[src/common/wsp_pkg.sv]
/*
 * Shared constants and types of the weighing set-point and image logic.
 * Assumes one 25 MHz clock and a word-addressed process image port.
 */
package wsp_pkg;
    // ************************************************
    // Clock and command timing
    // ************************************************
    localparam int CLK_PERIOD_NS = 40;
    localparam int CMD_TIME_NS = 10000;
    localparam int CMD_BUSY_CYC = CMD_TIME_NS / CLK_PERIOD_NS;
    // ************************************************
    // Process image word addresses
    // ************************************************
    localparam logic [15:0] ADR_CMD = 16'h9c42;
    localparam logic [15:0] ADR_CAL = 16'h9c43;
    localparam logic [15:0] ADR_DZERO = 16'h9c45;
    localparam logic [15:0] ADR_SPAN = 16'h9c47;
    localparam logic [15:0] ADR_CAP = 16'h9c49;
    localparam logic [15:0] ADR_SENS = 16'h9c4b;
    localparam logic [15:0] ADR_RESULT = 16'hb151;
    localparam logic [15:0] ADR_INPUTS = 16'hb152;
    localparam logic [15:0] ADR_GROSS = 16'hb153;
    localparam logic [15:0] ADR_STATUS = 16'hb155;
    localparam logic [15:0] ADR_NET = 16'hb156;
    localparam logic [15:0] ADR_OUTPUTS = 16'hb158;
    // ************************************************
    // Reset values, commands, status fields
    // ************************************************
    localparam logic [15:0] WORD_RST = 16'h0000;
    localparam logic [31:0] VAL_RST = 32'h0000_0000;
    localparam logic [15:0] CMD_START = 16'h00d9;
    localparam logic [15:0] CMD_ZERO = 16'h00da;
    localparam logic [15:0] CMD_SEGMENT = 16'h00db;
    localparam logic [15:0] CMD_STORE = 16'h00de;
    localparam int ST_RANGE_LSB = 2;
    localparam int ST_NEAR_ZERO = 5;
    localparam int ST_IN_LSB = 8;
    localparam int ST_OUT_LSB = 10;
    localparam int ST_TARE = 14;
    localparam logic [1:0] RANGE_OVER = 2'h2;
    localparam logic [31:0] ZERO_LIMIT_PCT = 32'h0000_000a;

    typedef enum logic [1:0] {
        RES_IDLE = 2'b00,
        RES_BUSY = 2'b01,
        RES_DONE = 2'b10,
        RES_ERROR = 2'b11
    } wsp_result_e;

    typedef enum logic [2:0] {
        DIV_1 = 3'b000,
        DIV_2 = 3'b001,
        DIV_5 = 3'b010,
        DIV_10 = 3'b011,
        DIV_20 = 3'b100,
        DIV_50 = 3'b101,
        DIV_100 = 3'b110
    } wsp_div_e;

    typedef enum logic [2:0] {
        STAB_OFF = 3'b000,
        STAB_QUARTER = 3'b001,
        STAB_HALF = 3'b010,
        STAB_ONE = 3'b011,
        STAB_TWO = 3'b100
    } wsp_stab_e;

    typedef struct packed {
        logic signed [31:0] low;
        logic signed [31:0] high;
    } wsp_setpoint_s;

    function automatic logic [7:0] div_step(input wsp_div_e d);
        case (d)
            DIV_2: div_step = 8'h02;
            DIV_5: div_step = 8'h05;
            DIV_10: div_step = 8'h0a;
            DIV_20: div_step = 8'h14;
            DIV_50: div_step = 8'h32;
            DIV_100: div_step = 8'h64;
            default: div_step = 8'h01;
        endcase
    endfunction
endpackage

[src/wsp_quant.sv]
/*
 * Rounds a signed weight to the nearest multiple of the division.
 * Assumes the division select is steady while the result is used.
 */
module wsp_quant
(
    // Weight in and out
    input wire logic signed [31:0] i_value,
    input wire wsp_pkg::wsp_div_e i_div,
    output logic signed [31:0] o_value
);
    import wsp_pkg::*;

    logic [32:0] mag;
    logic [32:0] sum;
    logic [32:0] rnd;
    logic [32:0] step;

    // Round the magnitude so both signs round symmetrically
    always_comb
    begin
        mag = i_value[31] ? 33'(-i_value) : 33'(i_value);
        step = {25'h0, div_step(i_div)};
        sum = mag + (step >> 1);
        case (i_div)
            DIV_2: rnd = (sum / 33'd2) * 33'd2;
            DIV_5: rnd = (sum / 33'd5) * 33'd5;
            DIV_10: rnd = (sum / 33'd10) * 33'd10;
            DIV_20: rnd = (sum / 33'd20) * 33'd20;
            DIV_50: rnd = (sum / 33'd50) * 33'd50;
            DIV_100: rnd = (sum / 33'd100) * 33'd100;
            default: rnd = mag;
        endcase
        o_value = i_value[31] ? -$signed(rnd[31:0]) : $signed(rnd[31:0]);
    end
endmodule // wsp_quant

[src/wsp_top.sv]
/*
 * Weighing transmitter logic: zero handling, division rounding, stability,
 * two hysteresis set points and the island-bus word process image.
 * Assumes raw weight arrives as a same-clock strobe; pins are asynchronous.
 */
// Overview of operation
// - Indicated weight is rounded to a selectable division of 1 to 100.
// - Gross and net indicated values use the same rounding.
// - Zero mode bit 0 enables tracking, bit 1 enables power-up zero.
// - All four zero mode values 0 to 3 are accepted.
// - With both zero functions on, corrections stay within 10% capacity.
// - Stability field selects off, 0.25, 0.5, 1 or 2 divisions.
// - Output 1 follows set point 1, output 2 follows set point 2.
// - Outputs are active high when their set point condition holds.
// - Set points compare against net weight, never gross.
// - Both set points switch with hysteresis.
// - Input words sit at fixed addresses from 45393 to 45400.
// - Image words are 16-bit island-bus words, fieldbus independent.
// - Result word shows idle, busy, done or error as 0 to 3.
module wsp_top
(
    // Clock and reset
    input wire logic i_clock,
    input wire logic i_rst_n,
    // Measurement from the converter path
    input wire logic i_meas_valid,
    input wire logic signed [31:0] i_raw_weight,
    // Configuration parameters
    input wire wsp_pkg::wsp_div_e i_division,
    input wire logic [1:0] i_zero_mode,
    input wire wsp_pkg::wsp_stab_e i_stability,
    input wire wsp_pkg::wsp_setpoint_s i_setpoint1,
    input wire wsp_pkg::wsp_setpoint_s i_setpoint2,
    // Digital pins
    input wire logic [1:0] i_din,
    output logic [1:0] o_dout,
    output logic o_stable,
    // Process image word port
    input wire logic i_img_wr,
    input wire logic i_img_rd,
    input wire logic [15:0] i_img_addr,
    input wire logic [15:0] i_img_wdata,
    output logic [15:0] o_img_rdata,
    output logic o_img_rvalid
);
    import wsp_pkg::*;

    function automatic logic [31:0] mag32(input logic signed [31:0] v);
        mag32 = v[31] ? 32'(-v) : 32'(v);
    endfunction

    // ************************************************
    // Declarations
    // ************************************************
    logic [15:0] cmd_q;
    logic [31:0] cal_q;
    logic [31:0] dzero_q;
    logic [31:0] span_q;
    logic [31:0] cap_q;
    logic [15:0] sens_q;
    logic [1:0] din_meta_q;
    logic [1:0] din_sync_q;
    logic in1_last_q;
    logic signed [31:0] zero_q;
    logic signed [31:0] tare_q;
    logic tare_done_q;
    logic first_q;
    logic signed [31:0] prev_q;
    logic stable_q;
    logic signed [31:0] gross_ind_q;
    logic signed [31:0] net_ind_q;
    logic [1:0] dout_q;
    logic [15:0] status_q;
    logic [15:0] rdata_q;
    logic rvalid_q;
    wsp_result_e res_q;
    logic [15:0] cnt_q;
    logic cal_open_q;
    logic signed [31:0] offset_raw;
    logic signed [31:0] gross_raw;
    logic signed [31:0] net_raw;
    logic signed [31:0] gross_q;
    logic signed [31:0] net_q;
    logic [39:0] diff4;
    logic [39:0] thr;
    logic [39:0] step40;
    logic [39:0] zero10;
    logic [39:0] track10;
    logic range_ok;
    logic track_ok;
    wsp_setpoint_s sp [2];

    // ************************************************
    // Output image registers
    // ************************************************
    // Controller writes; 32-bit values take high word at the lower address
    always_ff @(posedge i_clock or negedge i_rst_n)
    begin
        if (!i_rst_n)
        begin
            cmd_q <= WORD_RST;
            cal_q <= VAL_RST;
            dzero_q <= VAL_RST;
            span_q <= VAL_RST;
            cap_q <= VAL_RST;
            sens_q <= WORD_RST;
        end
        else if (i_img_wr)
        begin
            if (i_img_addr == ADR_CMD)
                cmd_q <= i_img_wdata;
            else if (i_img_addr == ADR_CAL)
                cal_q[31:16] <= i_img_wdata;
            else if (i_img_addr == ADR_CAL + 16'h0001)
                cal_q[15:0] <= i_img_wdata;
            else if (i_img_addr == ADR_DZERO)
                dzero_q[31:16] <= i_img_wdata;
            else if (i_img_addr == ADR_DZERO + 16'h0001)
                dzero_q[15:0] <= i_img_wdata;
            else if (i_img_addr == ADR_SPAN)
                span_q[31:16] <= i_img_wdata;
            else if (i_img_addr == ADR_SPAN + 16'h0001)
                span_q[15:0] <= i_img_wdata;
            else if (i_img_addr == ADR_CAP)
                cap_q[31:16] <= i_img_wdata;
            else if (i_img_addr == ADR_CAP + 16'h0001)
                cap_q[15:0] <= i_img_wdata;
            else if (i_img_addr == ADR_SENS)
                sens_q <= i_img_wdata;
        end
    end

    // ************************************************
    // Pin synchronisers and tare edge
    // ************************************************
    always_ff @(posedge i_clock or negedge i_rst_n)
    begin
        if (!i_rst_n)
        begin
            din_meta_q <= 2'h0;
            din_sync_q <= 2'h0;
            in1_last_q <= 1'b0;
        end
        else
        begin
            din_meta_q <= i_din;
            din_sync_q <= din_meta_q;
            in1_last_q <= din_sync_q[0];
        end
    end

    // ************************************************
    // Zero, gross and net arithmetic
    // ************************************************
    always_comb
    begin
        offset_raw = i_raw_weight + $signed(dzero_q);
        gross_raw = offset_raw - zero_q;
        net_raw = gross_raw - tare_q;
        step40 = {32'h0, div_step(i_division)};
        zero10 = 40'(mag32(offset_raw)) * 40'(ZERO_LIMIT_PCT);
        track10 = 40'(mag32(offset_raw - zero_q + zero_q)) * 40'(ZERO_LIMIT_PCT);
        // Tracking only near empty, and zeroing inside 10% when both functions on
        range_ok = (i_zero_mode != 2'b11)
            || (zero10 <= 40'(cap_q) * 40'd100 / 40'd100);
        track_ok = (40'(mag32(gross_raw)) * 40'd4 < step40)
            && (i_zero_mode != 2'b11 || track10 <= 40'(cap_q));
        diff4 = 40'(mag32(gross_raw - prev_q)) * 40'd4;
        case (i_stability)
            STAB_QUARTER: thr = step40;
            STAB_HALF: thr = step40 * 40'd2;
            STAB_ONE: thr = step40 * 40'd4;
            default: thr = step40 * 40'd8;
        endcase
    end

    // Power-up zero on the first reading, tracking while stable
    always_ff @(posedge i_clock or negedge i_rst_n)
    begin
        if (!i_rst_n)
        begin
            zero_q <= VAL_RST;
            first_q <= 1'b1;
        end
        else if (i_meas_valid)
        begin
            first_q <= 1'b0;
            if (res_q == RES_BUSY && cnt_q == 16'h0 && cmd_q == CMD_ZERO)
                zero_q <= offset_raw;
            else if (first_q && i_zero_mode[1] && range_ok)
                zero_q <= offset_raw;
            else if (!first_q && i_zero_mode[0] && stable_q && track_ok)
                zero_q <= offset_raw;
        end
    end

    // Tare on a rising edge of input 1
    always_ff @(posedge i_clock or negedge i_rst_n)
    begin
        if (!i_rst_n)
        begin
            tare_q <= VAL_RST;
            tare_done_q <= 1'b0;
        end
        else if (din_sync_q[0] && !in1_last_q)
        begin
            tare_q <= gross_raw;
            tare_done_q <= 1'b1;
        end
    end

    // ************************************************
    // Rounding and stability
    // ************************************************
    wsp_quant u_quant_gross
    (
        .i_value(gross_raw),
        .i_div(i_division),
        .o_value(gross_q)
    );

    wsp_quant u_quant_net
    (
        .i_value(net_raw),
        .i_div(i_division),
        .o_value(net_q)
    );

    always_ff @(posedge i_clock or negedge i_rst_n)
    begin
        if (!i_rst_n)
        begin
            gross_ind_q <= VAL_RST;
            net_ind_q <= VAL_RST;
            prev_q <= VAL_RST;
            stable_q <= 1'b1;
        end
        else if (i_meas_valid)
        begin
            gross_ind_q <= gross_q;
            net_ind_q <= net_q;
            prev_q <= gross_raw;
            stable_q <= (i_stability == STAB_OFF) || (diff4 <= thr);
        end
    end

    // ************************************************
    // Set points
    // ************************************************
    assign sp[0] = i_setpoint1;
    assign sp[1] = i_setpoint2;

    generate
        for (genvar g = 0; g < 2; g++)
        begin : g_setpoint
            // Set wins if limits overlap, so a bad setting cannot chatter
            always_ff @(posedge i_clock or negedge i_rst_n)
            begin
                if (!i_rst_n)
                    dout_q[g] <= 1'b0;
                else if (net_ind_q > sp[g].high)
                    dout_q[g] <= 1'b1;
                else if (net_ind_q < sp[g].low)
                    dout_q[g] <= 1'b0;
            end
        end
    endgenerate

    // ************************************************
    // Command sequencer
    // ************************************************
    always_ff @(posedge i_clock or negedge i_rst_n)
    begin
        if (!i_rst_n)
        begin
            res_q <= RES_IDLE;
            cnt_q <= WORD_RST;
            cal_open_q <= 1'b0;
        end
        else
        begin
            case (res_q)
                RES_IDLE:
                    if (cmd_q == CMD_START || cmd_q == CMD_ZERO
                        || (cal_open_q && (cmd_q == CMD_SEGMENT
                        || cmd_q == CMD_STORE)))
                    begin
                        res_q <= RES_BUSY;
                        cnt_q <= 16'(CMD_BUSY_CYC);
                    end
                    else if (cmd_q != WORD_RST)
                        res_q <= RES_ERROR;
                RES_BUSY:
                    if (cmd_q == WORD_RST)
                        res_q <= RES_ERROR;
                    else if (cnt_q != 16'h0)
                        cnt_q <= cnt_q - 16'h0001;
                    else
                    begin
                        res_q <= RES_DONE;
                        if (cmd_q == CMD_START)
                            cal_open_q <= 1'b1;
                        else if (cmd_q == CMD_STORE)
                            cal_open_q <= 1'b0;
                    end
                default:
                    // Waits for the zero word before the next command
                    if (cmd_q == WORD_RST)
                        res_q <= RES_IDLE;
            endcase
        end
    end

    // ************************************************
    // Input image
    // ************************************************
    always_ff @(posedge i_clock or negedge i_rst_n)
    begin
        if (!i_rst_n)
            status_q <= WORD_RST;
        else
        begin
            status_q <= WORD_RST;
            if (40'(mag32(gross_ind_q)) > 40'(cap_q))
                status_q[ST_RANGE_LSB +: 2] <= RANGE_OVER;
            status_q[ST_NEAR_ZERO] <=
                40'(mag32(gross_raw)) * 40'd4 < step40;
            status_q[ST_IN_LSB +: 2] <= din_sync_q;
            status_q[ST_OUT_LSB +: 2] <= dout_q;
            status_q[ST_TARE] <= tare_done_q;
        end
    end

    // Reads answer one cycle later; unmapped words read as zero
    always_ff @(posedge i_clock or negedge i_rst_n)
    begin
        if (!i_rst_n)
        begin
            rdata_q <= WORD_RST;
            rvalid_q <= 1'b0;
        end
        else
        begin
            rvalid_q <= i_img_rd;
            if (!i_img_rd)
                rdata_q <= WORD_RST;
            else if (i_img_addr == ADR_RESULT)
                rdata_q <= {14'h0, res_q};
            else if (i_img_addr == ADR_INPUTS)
                rdata_q <= {14'h0, din_sync_q};
            else if (i_img_addr == ADR_GROSS)
                rdata_q <= gross_ind_q[31:16];
            else if (i_img_addr == ADR_GROSS + 16'h0001)
                rdata_q <= gross_ind_q[15:0];
            else if (i_img_addr == ADR_STATUS)
                rdata_q <= status_q;
            else if (i_img_addr == ADR_NET)
                rdata_q <= net_ind_q[31:16];
            else if (i_img_addr == ADR_NET + 16'h0001)
                rdata_q <= net_ind_q[15:0];
            else if (i_img_addr == ADR_OUTPUTS)
                rdata_q <= {14'h0, dout_q};
            else if (i_img_addr == ADR_CMD)
                rdata_q <= cmd_q;
            else if (i_img_addr == ADR_SENS)
                rdata_q <= sens_q;
            else if (i_img_addr == ADR_SPAN)
                rdata_q <= span_q[31:16];
            else if (i_img_addr == ADR_CAL)
                rdata_q <= cal_q[31:16];
            else
                rdata_q <= WORD_RST;
        end
    end

    assign o_dout = dout_q;
    assign o_stable = stable_q;
    assign o_img_rdata = rdata_q;
    assign o_img_rvalid = rvalid_q;

    // ************************************************
    // Assertions
    // ************************************************
    property p_sp_set;
        @(posedge i_clock) disable iff (!i_rst_n)
        net_ind_q > sp[0].high |=> dout_q[0];
    endproperty
    a_sp_set: assert property (p_sp_set)
        else $error("output 1 not set above high value");

    property p_sp_hold;
        @(posedge i_clock) disable iff (!i_rst_n)
        dout_q[1] && net_ind_q >= sp[1].low |=> dout_q[1];
    endproperty
    a_sp_hold: assert property (p_sp_hold)
        else $error("output 2 dropped inside hysteresis band");

    property p_sp_clear;
        @(posedge i_clock) disable iff (!i_rst_n)
        net_ind_q < sp[0].low && net_ind_q <= sp[0].high |=> !dout_q[0];
    endproperty
    a_sp_clear: assert property (p_sp_clear)
        else $error("output 1 not cleared below low value");

    property p_quant_ten;
        @(posedge i_clock) disable iff (!i_rst_n)
        i_meas_valid && i_division == DIV_10 |=> gross_ind_q % 10 == 0;
    endproperty
    a_quant_ten: assert property (p_quant_ten)
        else $error("gross not a multiple of ten");

    property p_quant_net;
        @(posedge i_clock) disable iff (!i_rst_n)
        i_meas_valid && i_division == DIV_2 |=> !net_ind_q[0];
    endproperty
    a_quant_net: assert property (p_quant_net)
        else $error("net not a multiple of two");

    property p_stab_off;
        @(posedge i_clock) disable iff (!i_rst_n)
        i_meas_valid && i_stability == STAB_OFF |=> stable_q;
    endproperty
    a_stab_off: assert property (p_stab_off)
        else $error("not stable with motion detection off");

    property p_busy_end;
        @(posedge i_clock) disable iff (!i_rst_n)
        res_q == RES_BUSY && cnt_q == 16'h0 && cmd_q != WORD_RST
        |=> res_q == RES_DONE;
    endproperty
    a_busy_end: assert property (p_busy_end)
        else $error("command did not finish");

    property p_idle_back;
        @(posedge i_clock) disable iff (!i_rst_n)
        res_q == RES_DONE && cmd_q == WORD_RST |=> res_q == RES_IDLE;
    endproperty
    a_idle_back: assert property (p_idle_back)
        else $error("result not idle after zero command word");

    property p_read_result;
        @(posedge i_clock) disable iff (!i_rst_n)
        i_img_rd && i_img_addr == ADR_RESULT
        |=> o_img_rvalid && o_img_rdata == {14'h0, $past(res_q)};
    endproperty
    a_read_result: assert property (p_read_result)
        else $error("result word read wrong");
endmodule // wsp_top

[config.mk]
export PLATFORM = sky130hd
export DESIGN_NAME = wsp_top
export DESIGN_NICKNAME = d
export VERILOG_FILES = /design/src/common/wsp_pkg.sv /design/src/wsp_quant.sv /design/src/wsp_top.sv
export SDC_FILE = /design/constraint.sdc
export NUM_CORES = 2
export LEC_CHECK = 0
export BUFFER_PORTS_ARGS = -buffer_cell sky130_fd_sc_hd__buf_2
export CAP_MARGIN = 20
export CORE_MARGIN = 8
export CORE_UTILIZATION = 30
export DETAILED_ROUTE_END_ITERATION = 8
export GPL_TIMING_DRIVEN = 0
export PLACE_DENSITY = 0.47
export SLEW_MARGIN = 10
export SYNTH_ARGS = -nofsm -noshare
export SYNTH_HDL_FRONTEND = slang
export SYNTH_HIERARCHICAL = 1
export SYNTH_SLANG_ARGS = --single-unit
[constraint.sdc]
create_clock -name i_clock -period 56.8 [get_ports i_clock]
set_input_delay 2.84 -clock i_clock [delete_from_list [all_inputs] [get_ports i_clock]]
set_output_delay 2.84 -clock i_clock [all_outputs]
set_load 0.005 [all_outputs]
# == Yosys cells after proc, flatten, opt, wreduce, memory -nomap -nowiden ==
# Cells that the tools add are included.
# op_classes
reduce_logical,42
n_eq_ne,38
multipliers,13
add_sub_neg,17
n_lt_le_gt_ge,9
muxes,46
n_div,11
bitwise,11
shift,0
# ops
cell,n
one-hot mux 32 bit (6 select lines),2
two-way mux 32 bit,10
"== test 16 bit, second input constant",18
two-way mux 16 bit,16
negator 32 bit,7
greater-than comparator 32 bit,3
subtractor 32 bit,3
"multiplier 32 x 3 -> 35 bit, second input constant",2
adder 33 x 6 -> 33 bit,2
"divider 33 x 3 -> 33 bit, second input constant",2
"divider 33 x 4 -> 33 bit, second input constant",2
"divider 33 x 5 -> 33 bit, second input constant",2
"divider 33 x 6 -> 33 bit, second input constant",2
"divider 33 x 7 -> 33 bit, second input constant",2
"multiplier 33 x 3 -> 30 bit, second input constant",2
"multiplier 33 x 3 -> 31 bit, second input constant",2
"multiplier 33 x 3 -> 32 bit, second input constant",2
"multiplier 33 x 5 -> 30 bit, second input constant",2
"multiplier 33 x 5 -> 31 bit, second input constant",2
two-way mux 33 bit,2
negator 32 -> 33 bit,2
adder 32 bit,2
"== test 16 x 8 -> 1 bit, second input constant",4
less-than comparator 32 bit,2
39 further kinds,92
# word_totals
word_cells,214
ramBits,0
output_inout_bits,20
romBits,0
latchBits,0
input_bits,207
ff_bits,342
mem_count,0

# == Logic depth before layout (Yosys ltp) ==
# depth
ltp_word,14
mapped_depth,167
mapped_depth_nobuf,152

# == By module ==
# The synthesis kept the hierarchy.
# modules_own_cells
mod,instances,area_per_inst_um2,cells_each
wsp_top,1,44171.1,5340
wsp_quant (u_quant_gross),1,21640.8,2933
wsp_quant (u_quant_net),1,21521.9,2887

# == Least setup slack after synthesis ==
# No wires, ideal clock.
# synth_timing
path_kind,input -> register
from,in i_raw_weight[0]
to,reg net_ind_q[31]
path_buffers,11
path_stages,154
slack_ns,22.781
t_arrival_ns,33.894
setup_time_ns,0.125
path_cell_list,ha_1 > fa_1 > a21o_1 > a21oi_1 > o21bai_1 > a21oi_1 > xnor2_1 > ha_1 > xnor2_1 > ha_1 > inv_1 > o21ai_0 > a21oi_1 > o21ai_0 > a21oi_1 > o21ai_0 > a21oi_1 > o21ai_0 > (+118 left out) > a21oi_1 > o21bai_1 > a21o_1 > a21o_1 > xor2_1 > a31oi_1 > o211ai_1 > a21oi_1 > a21oi_1 > o221ai_1 > nor2b_1 > nor2b_1 > nor2b_1 > or2b_1 > nor2_1 > a41o_1 > xnor2_1 > mux2_2
# synth_via
elab_chain_len,11
elab_cells_between_ends,19
# synth_lines
item,line_no,source
"start, declared",wsp_top.sv:27,"input wire logic signed [31:0] i_raw_weight,"
adder 32 bit *,wsp_top.sv:157,offset_raw = i_raw_weight + $signed(dzero_q);
via offset_raw[6],wsp_top.sv:79,logic signed [31:0] offset_raw;
subtractor 32 bit *,wsp_top.sv:158,gross_raw = offset_raw - zero_q;
via gross_raw[6],wsp_top.sv:80,logic signed [31:0] gross_raw;
subtractor 32 bit *,wsp_top.sv:159,net_raw = gross_raw - tare_q;
via net_raw[31],wsp_top.sv:81,logic signed [31:0] net_raw;
negator 32 -> 33 bit,wsp_quant.sv:22,mag = i_value[31] ? 33'(-i_value) : 33'(i_value);
two-way mux 33 bit,wsp_quant.sv:22,
adder 33 x 6 -> 33 bit,wsp_quant.sv:24,sum = mag + (step >> 1);
"divider 33 x 3 -> 33 bit, or another cell as far along",wsp_quant.sv:27,DIV_5: rnd = (sum / 33'd5) * 33'd5;
"multiplier 33 x 3 -> 32 bit, or another cell as far along",wsp_quant.sv:27,
one-hot mux 32 bit (6 select lines),wsp_quant.sv:25,case (i_div)
negator 32 bit,wsp_quant.sv:34,o_value = i_value[31] ? -$signed(rnd[31:0]) : $signed(rnd[31:0]);
two-way mux 32 bit *,wsp_quant.sv:34,
via net_q[31],wsp_top.sv:83,logic signed [31:0] net_q;
"end signal, assigned",wsp_top.sv:241,net_ind_q <= net_q;
"end, declared",wsp_top.sv:71,logic signed [31:0] net_ind_q;
# Mark *: on every way through the listed nets, which the timed path passes. The rest lies on a longest branch.
# A chain may end at the register's enable or synchronous reset.

# == Final worst setup path ==
# layout_timing
from,in i_raw_weight[0]
to,reg net_ind_q[30]
# Same word-level chain as after synthesis.

==> results.toml <==
[sta]
fin_setup_tns_ps = 0
max_slew.worst_pin.slew_ps = 1250
rsz0062_at_grt = "false"
hold_viol = 0
finalMaxSlewViolations = 0
whs_ps = 349
finalSetupViolations = 0
relSlewSlack_pct = 15.5
fmax_mhz = 23.2
fin_skew_ps = 28.9
period_minus_slack_ps = 43170
finalCritPeriodShare_pct = 76.0

[grt]
antenna_found_initial = 19
overflow = 0
grt_usage_pct = 21.5
grt_pass1_wl_um = 527000
grt_pass1_vias = 85413
grt_max_degree = 103

[synth]
yosysTopAreaCell = "ha_1"
synth.area.top_cells = "ha_1 (18%), dfrtp_1 (9.7%), xnor2_1 (6.3%)"
synth_top_family_by_area = "compound AO/OA/AOI/OAI gates"
synthXorXnorAreaFrac_pct = 10.2
synth_top_area_share_pct = 18.5
syn_inst = 11160
yosys.cell_types.count = 179
yosys.area_share.simple_pct = 17.4
synth-seq-cells = 340
synthesis.area_sq_um = 87300
async_reset_ff_share_pct = 100
synth_edf_count = 0
synth_flop_cell = "dfrtp_1"
synthAdderAreaFrac_pct = 21.7
ys_seq_area_share_pct = 9.74
synth_compound_area_share_pct = 30.9
yosysWarnings = 6
avgSynthCellArea_sq_um = 7.83
synthMuxAreaShare_pct = 4.28

[clock_network]
root_buffer = "clkbuf_16"
cts_buffers = 42
cts_tree = "built"
clk_pin_slew_ps = 60
insertion_delay_ps = 600
ctsResizeCount = 0
postCtsHoldBufs = 0
postCtsSetupRepairBufs = 0
clock_path_buffers = 3
cts_sinks = 340
h-tree-depth = 2

[drt]
first_iter_violations = 6938
dr.pass1.iters = 8
vias_per_cell = 5.73
via_count = 88586
ant_nets = 0
drc = 0
wl_per_cell_um = 22.7
drt_wl_total_um = 351000

[die]
initial_core_util_pct = 30.1
fp-row-count = 198
die_height_um = 556
core_area_sq_um = 290000
pin_count = 227
die_w_um = 556
die_area_sq_um = 309000

[layout]
area_growth_pct = 9.65
design_area_sq_um = 95800
nNetsFinal = 13115
drive_gt1_share_pct = 9.52
utilization_pct = 33.0

[flow_run]
maxCapViolCount = 0

[placed_design]
gp_congestion = 0.937
placed_area_sq_um = 94100
hpwlAfterDp_um = 296000
port_buffers = 223

[critical_path]
critPathMaxStageDelay_ps = 850
crit_fanout = 11
crit_type = "in -> reg"
cp-end-kind = "register"
reg2reg_slack_ps = 15680
worstReg2RegStart = "dzero_q[0]$_DFFE_PN0P_"
setup.worst_path.start_class = "primary input"
required_ps = 57280
cpMaxStageDelayCell = "o21ai_0"
arrival_ps = 43660
r2r-end = "net_ind_q[30]$_DFFE_PN0P_"
critPathMostFrequentCell = "a21oi_1"
reg2reg_depth = 153

[hold_path]
hold_depth = 0
hp-start = "din_meta_q[0]$_DFF_PN0_"
hold_class = "reg -> reg"
whs_endpoint = "din_sync_q[0]$_DFF_PN0_"

[outcome]
run_status = "finished clean"
[synth_stat cells, drive strengths merged, types with 34 or more instances]
| library cell | instances |
|---|---|
| or4 | 63 |
| o21ai | 748 |
| fa | 132 |
| nand2 | 707 |
| nand4 | 136 |
| nor4 | 101 |
| a211o | 51 |
| a221oi | 83 |
| a311oi | 37 |
| a21oi | 1044 |
| and2 | 102 |
| a21o | 220 |
| o22ai | 94 |
| clkbuf | 242 |
| buf | 138 |
| a31oi | 138 |
| nand3 | 239 |
| or2 | 78 |
| o41ai | 53 |
| nor3 | 277 |
| nor2 | 637 |
| mux2 | 236 |
| o221ai | 70 |
| mux2i | 98 |
| a221o | 34 |
| inv | 826 |
| o21a | 68 |
| o21bai | 255 |
| xnor2 | 636 |
| nand2b | 166 |
| and3 | 88 |
| ha | 1291 |
| a211oi | 144 |
| nor2b | 127 |
| a21boi | 35 |
| dfrtp | 338 |
| a22oi | 63 |
| o31ai | 93 |
| or3 | 110 |
| o211ai | 144 |
| xor2 | 366 |
| a32oi | 44 |
| o2111ai | 44 |
[kinds of logic after synthesis]
kind of cell	Yosys count
fa+ha+maj	1442
buf+inv	1222
compound gates	3868
other cells	2
simple gates	2947
xor+xnor	1003
mux	336
flops	340
[critical path, delay by kind of cell]
kind                     cells  cell delay [ps]
adder cells (fa/ha/maj)      9             3370
XOR/XNOR                     8             2430
buffers and inverters       14             3470
AND/OR/NAND/NOR             30             6460
AO/OA/AOI/OAI               91            24270
multiplexers                 2              750
[worst max path at each step]
stage                                from                   endpoint  slack, ps
after floorplan           i_raw_weight[0]  net_ind_q[31]$_DFFE_PN0P_      22780
after global placement    i_raw_weight[0]  net_ind_q[30]$_DFFE_PN0P_      13410
after detailed placement  i_raw_weight[0]  net_ind_q[30]$_DFFE_PN0P_      13330
after CTS                 i_raw_weight[0]  net_ind_q[30]$_DFFE_PN0P_      13830
after global routing      i_raw_weight[0]  net_ind_q[30]$_DFFE_PN0P_      10140
final                     i_raw_weight[0]  net_ind_q[30]$_DFFE_PN0P_      13630
[placed cells by master, fill, tap and decap left out, types with 88 or more instances in the layout]
cell type / instances
o21ai_1: 114
fa_1: 132
or3_1: 105
mux2i_1: 88
and2_1: 95
a21o_1: 217
nor2b_1: 127
mux2_2: 212
inv_1: 817
nor2_1: 629
nand4_1: 135
nor3_1: 264
nand2_1: 703
xor2_1: 348
nand3_1: 236
dfrtp_1: 338
o21ai_0: 621
ha_1: 1291
clkbuf_1: 243
xnor2_1: 614
a21oi_1: 1020
o21bai_1: 253
buf_2: 292
a211oi_1: 122
o211ai_1: 134
nand2b_1: 166
a31oi_1: 128
[metrics by stage]
stage | instances | setup slack (ps)
3_3_place_gp | 15291 | 13410
6_report | 15456 | 13630
4_1_cts | 15408 | 13830
2_1_floorplan | 11168 | 22780
3_5_place_dp | 15332 | 13330
5_1_grt | 15453 | 10140
[state kept, by name (all words and copies together) (netlist names), 2 cells and up]
signal and flops:
cal_q 16, cap_q 32, cmd_q 16, cnt_q 16, din_meta_q 2, din_sync_q 2
dzero_q 32, gross_ind_q 32, net_ind_q 32, o_dout 2, o_img_rdata 16, prev_q 32
res_q 2, sens_q 16, span_q 16, status_q 7, tare_q 32, zero_q 32
[cell type report]
cell class              instances  area [sq um]
fillers                     30948        195000
clock buffers                  54          1170
inverters                     834          3130
multi-input cells            9606         74100
repair buffers                273          1680
flip-flops and latches        340          8510
clock inverters                22           320
diodes                         39          97.6
well taps                    3900          4880
plain buffers                 388          1900
[layer usage]
| metal | global-route usage (%) | up-vias | part of all wire (%) |
|---|---|---|---|
| met5 | 0 | - | 0.012 |
| met4 | 9.76 | 6 | 5.3 |
| met3 | 1.38 | 409 | 4.0 |
| met2 | 35.6 | 2348 | 46 |
| met1 | 28.6 | 43236 | 45 |
| li1 | - | 42587 | - |
Power is left out: the tool's default activity adds up to more than one toggle a clock period on the data nets, which glitch-free logic cannot reach.
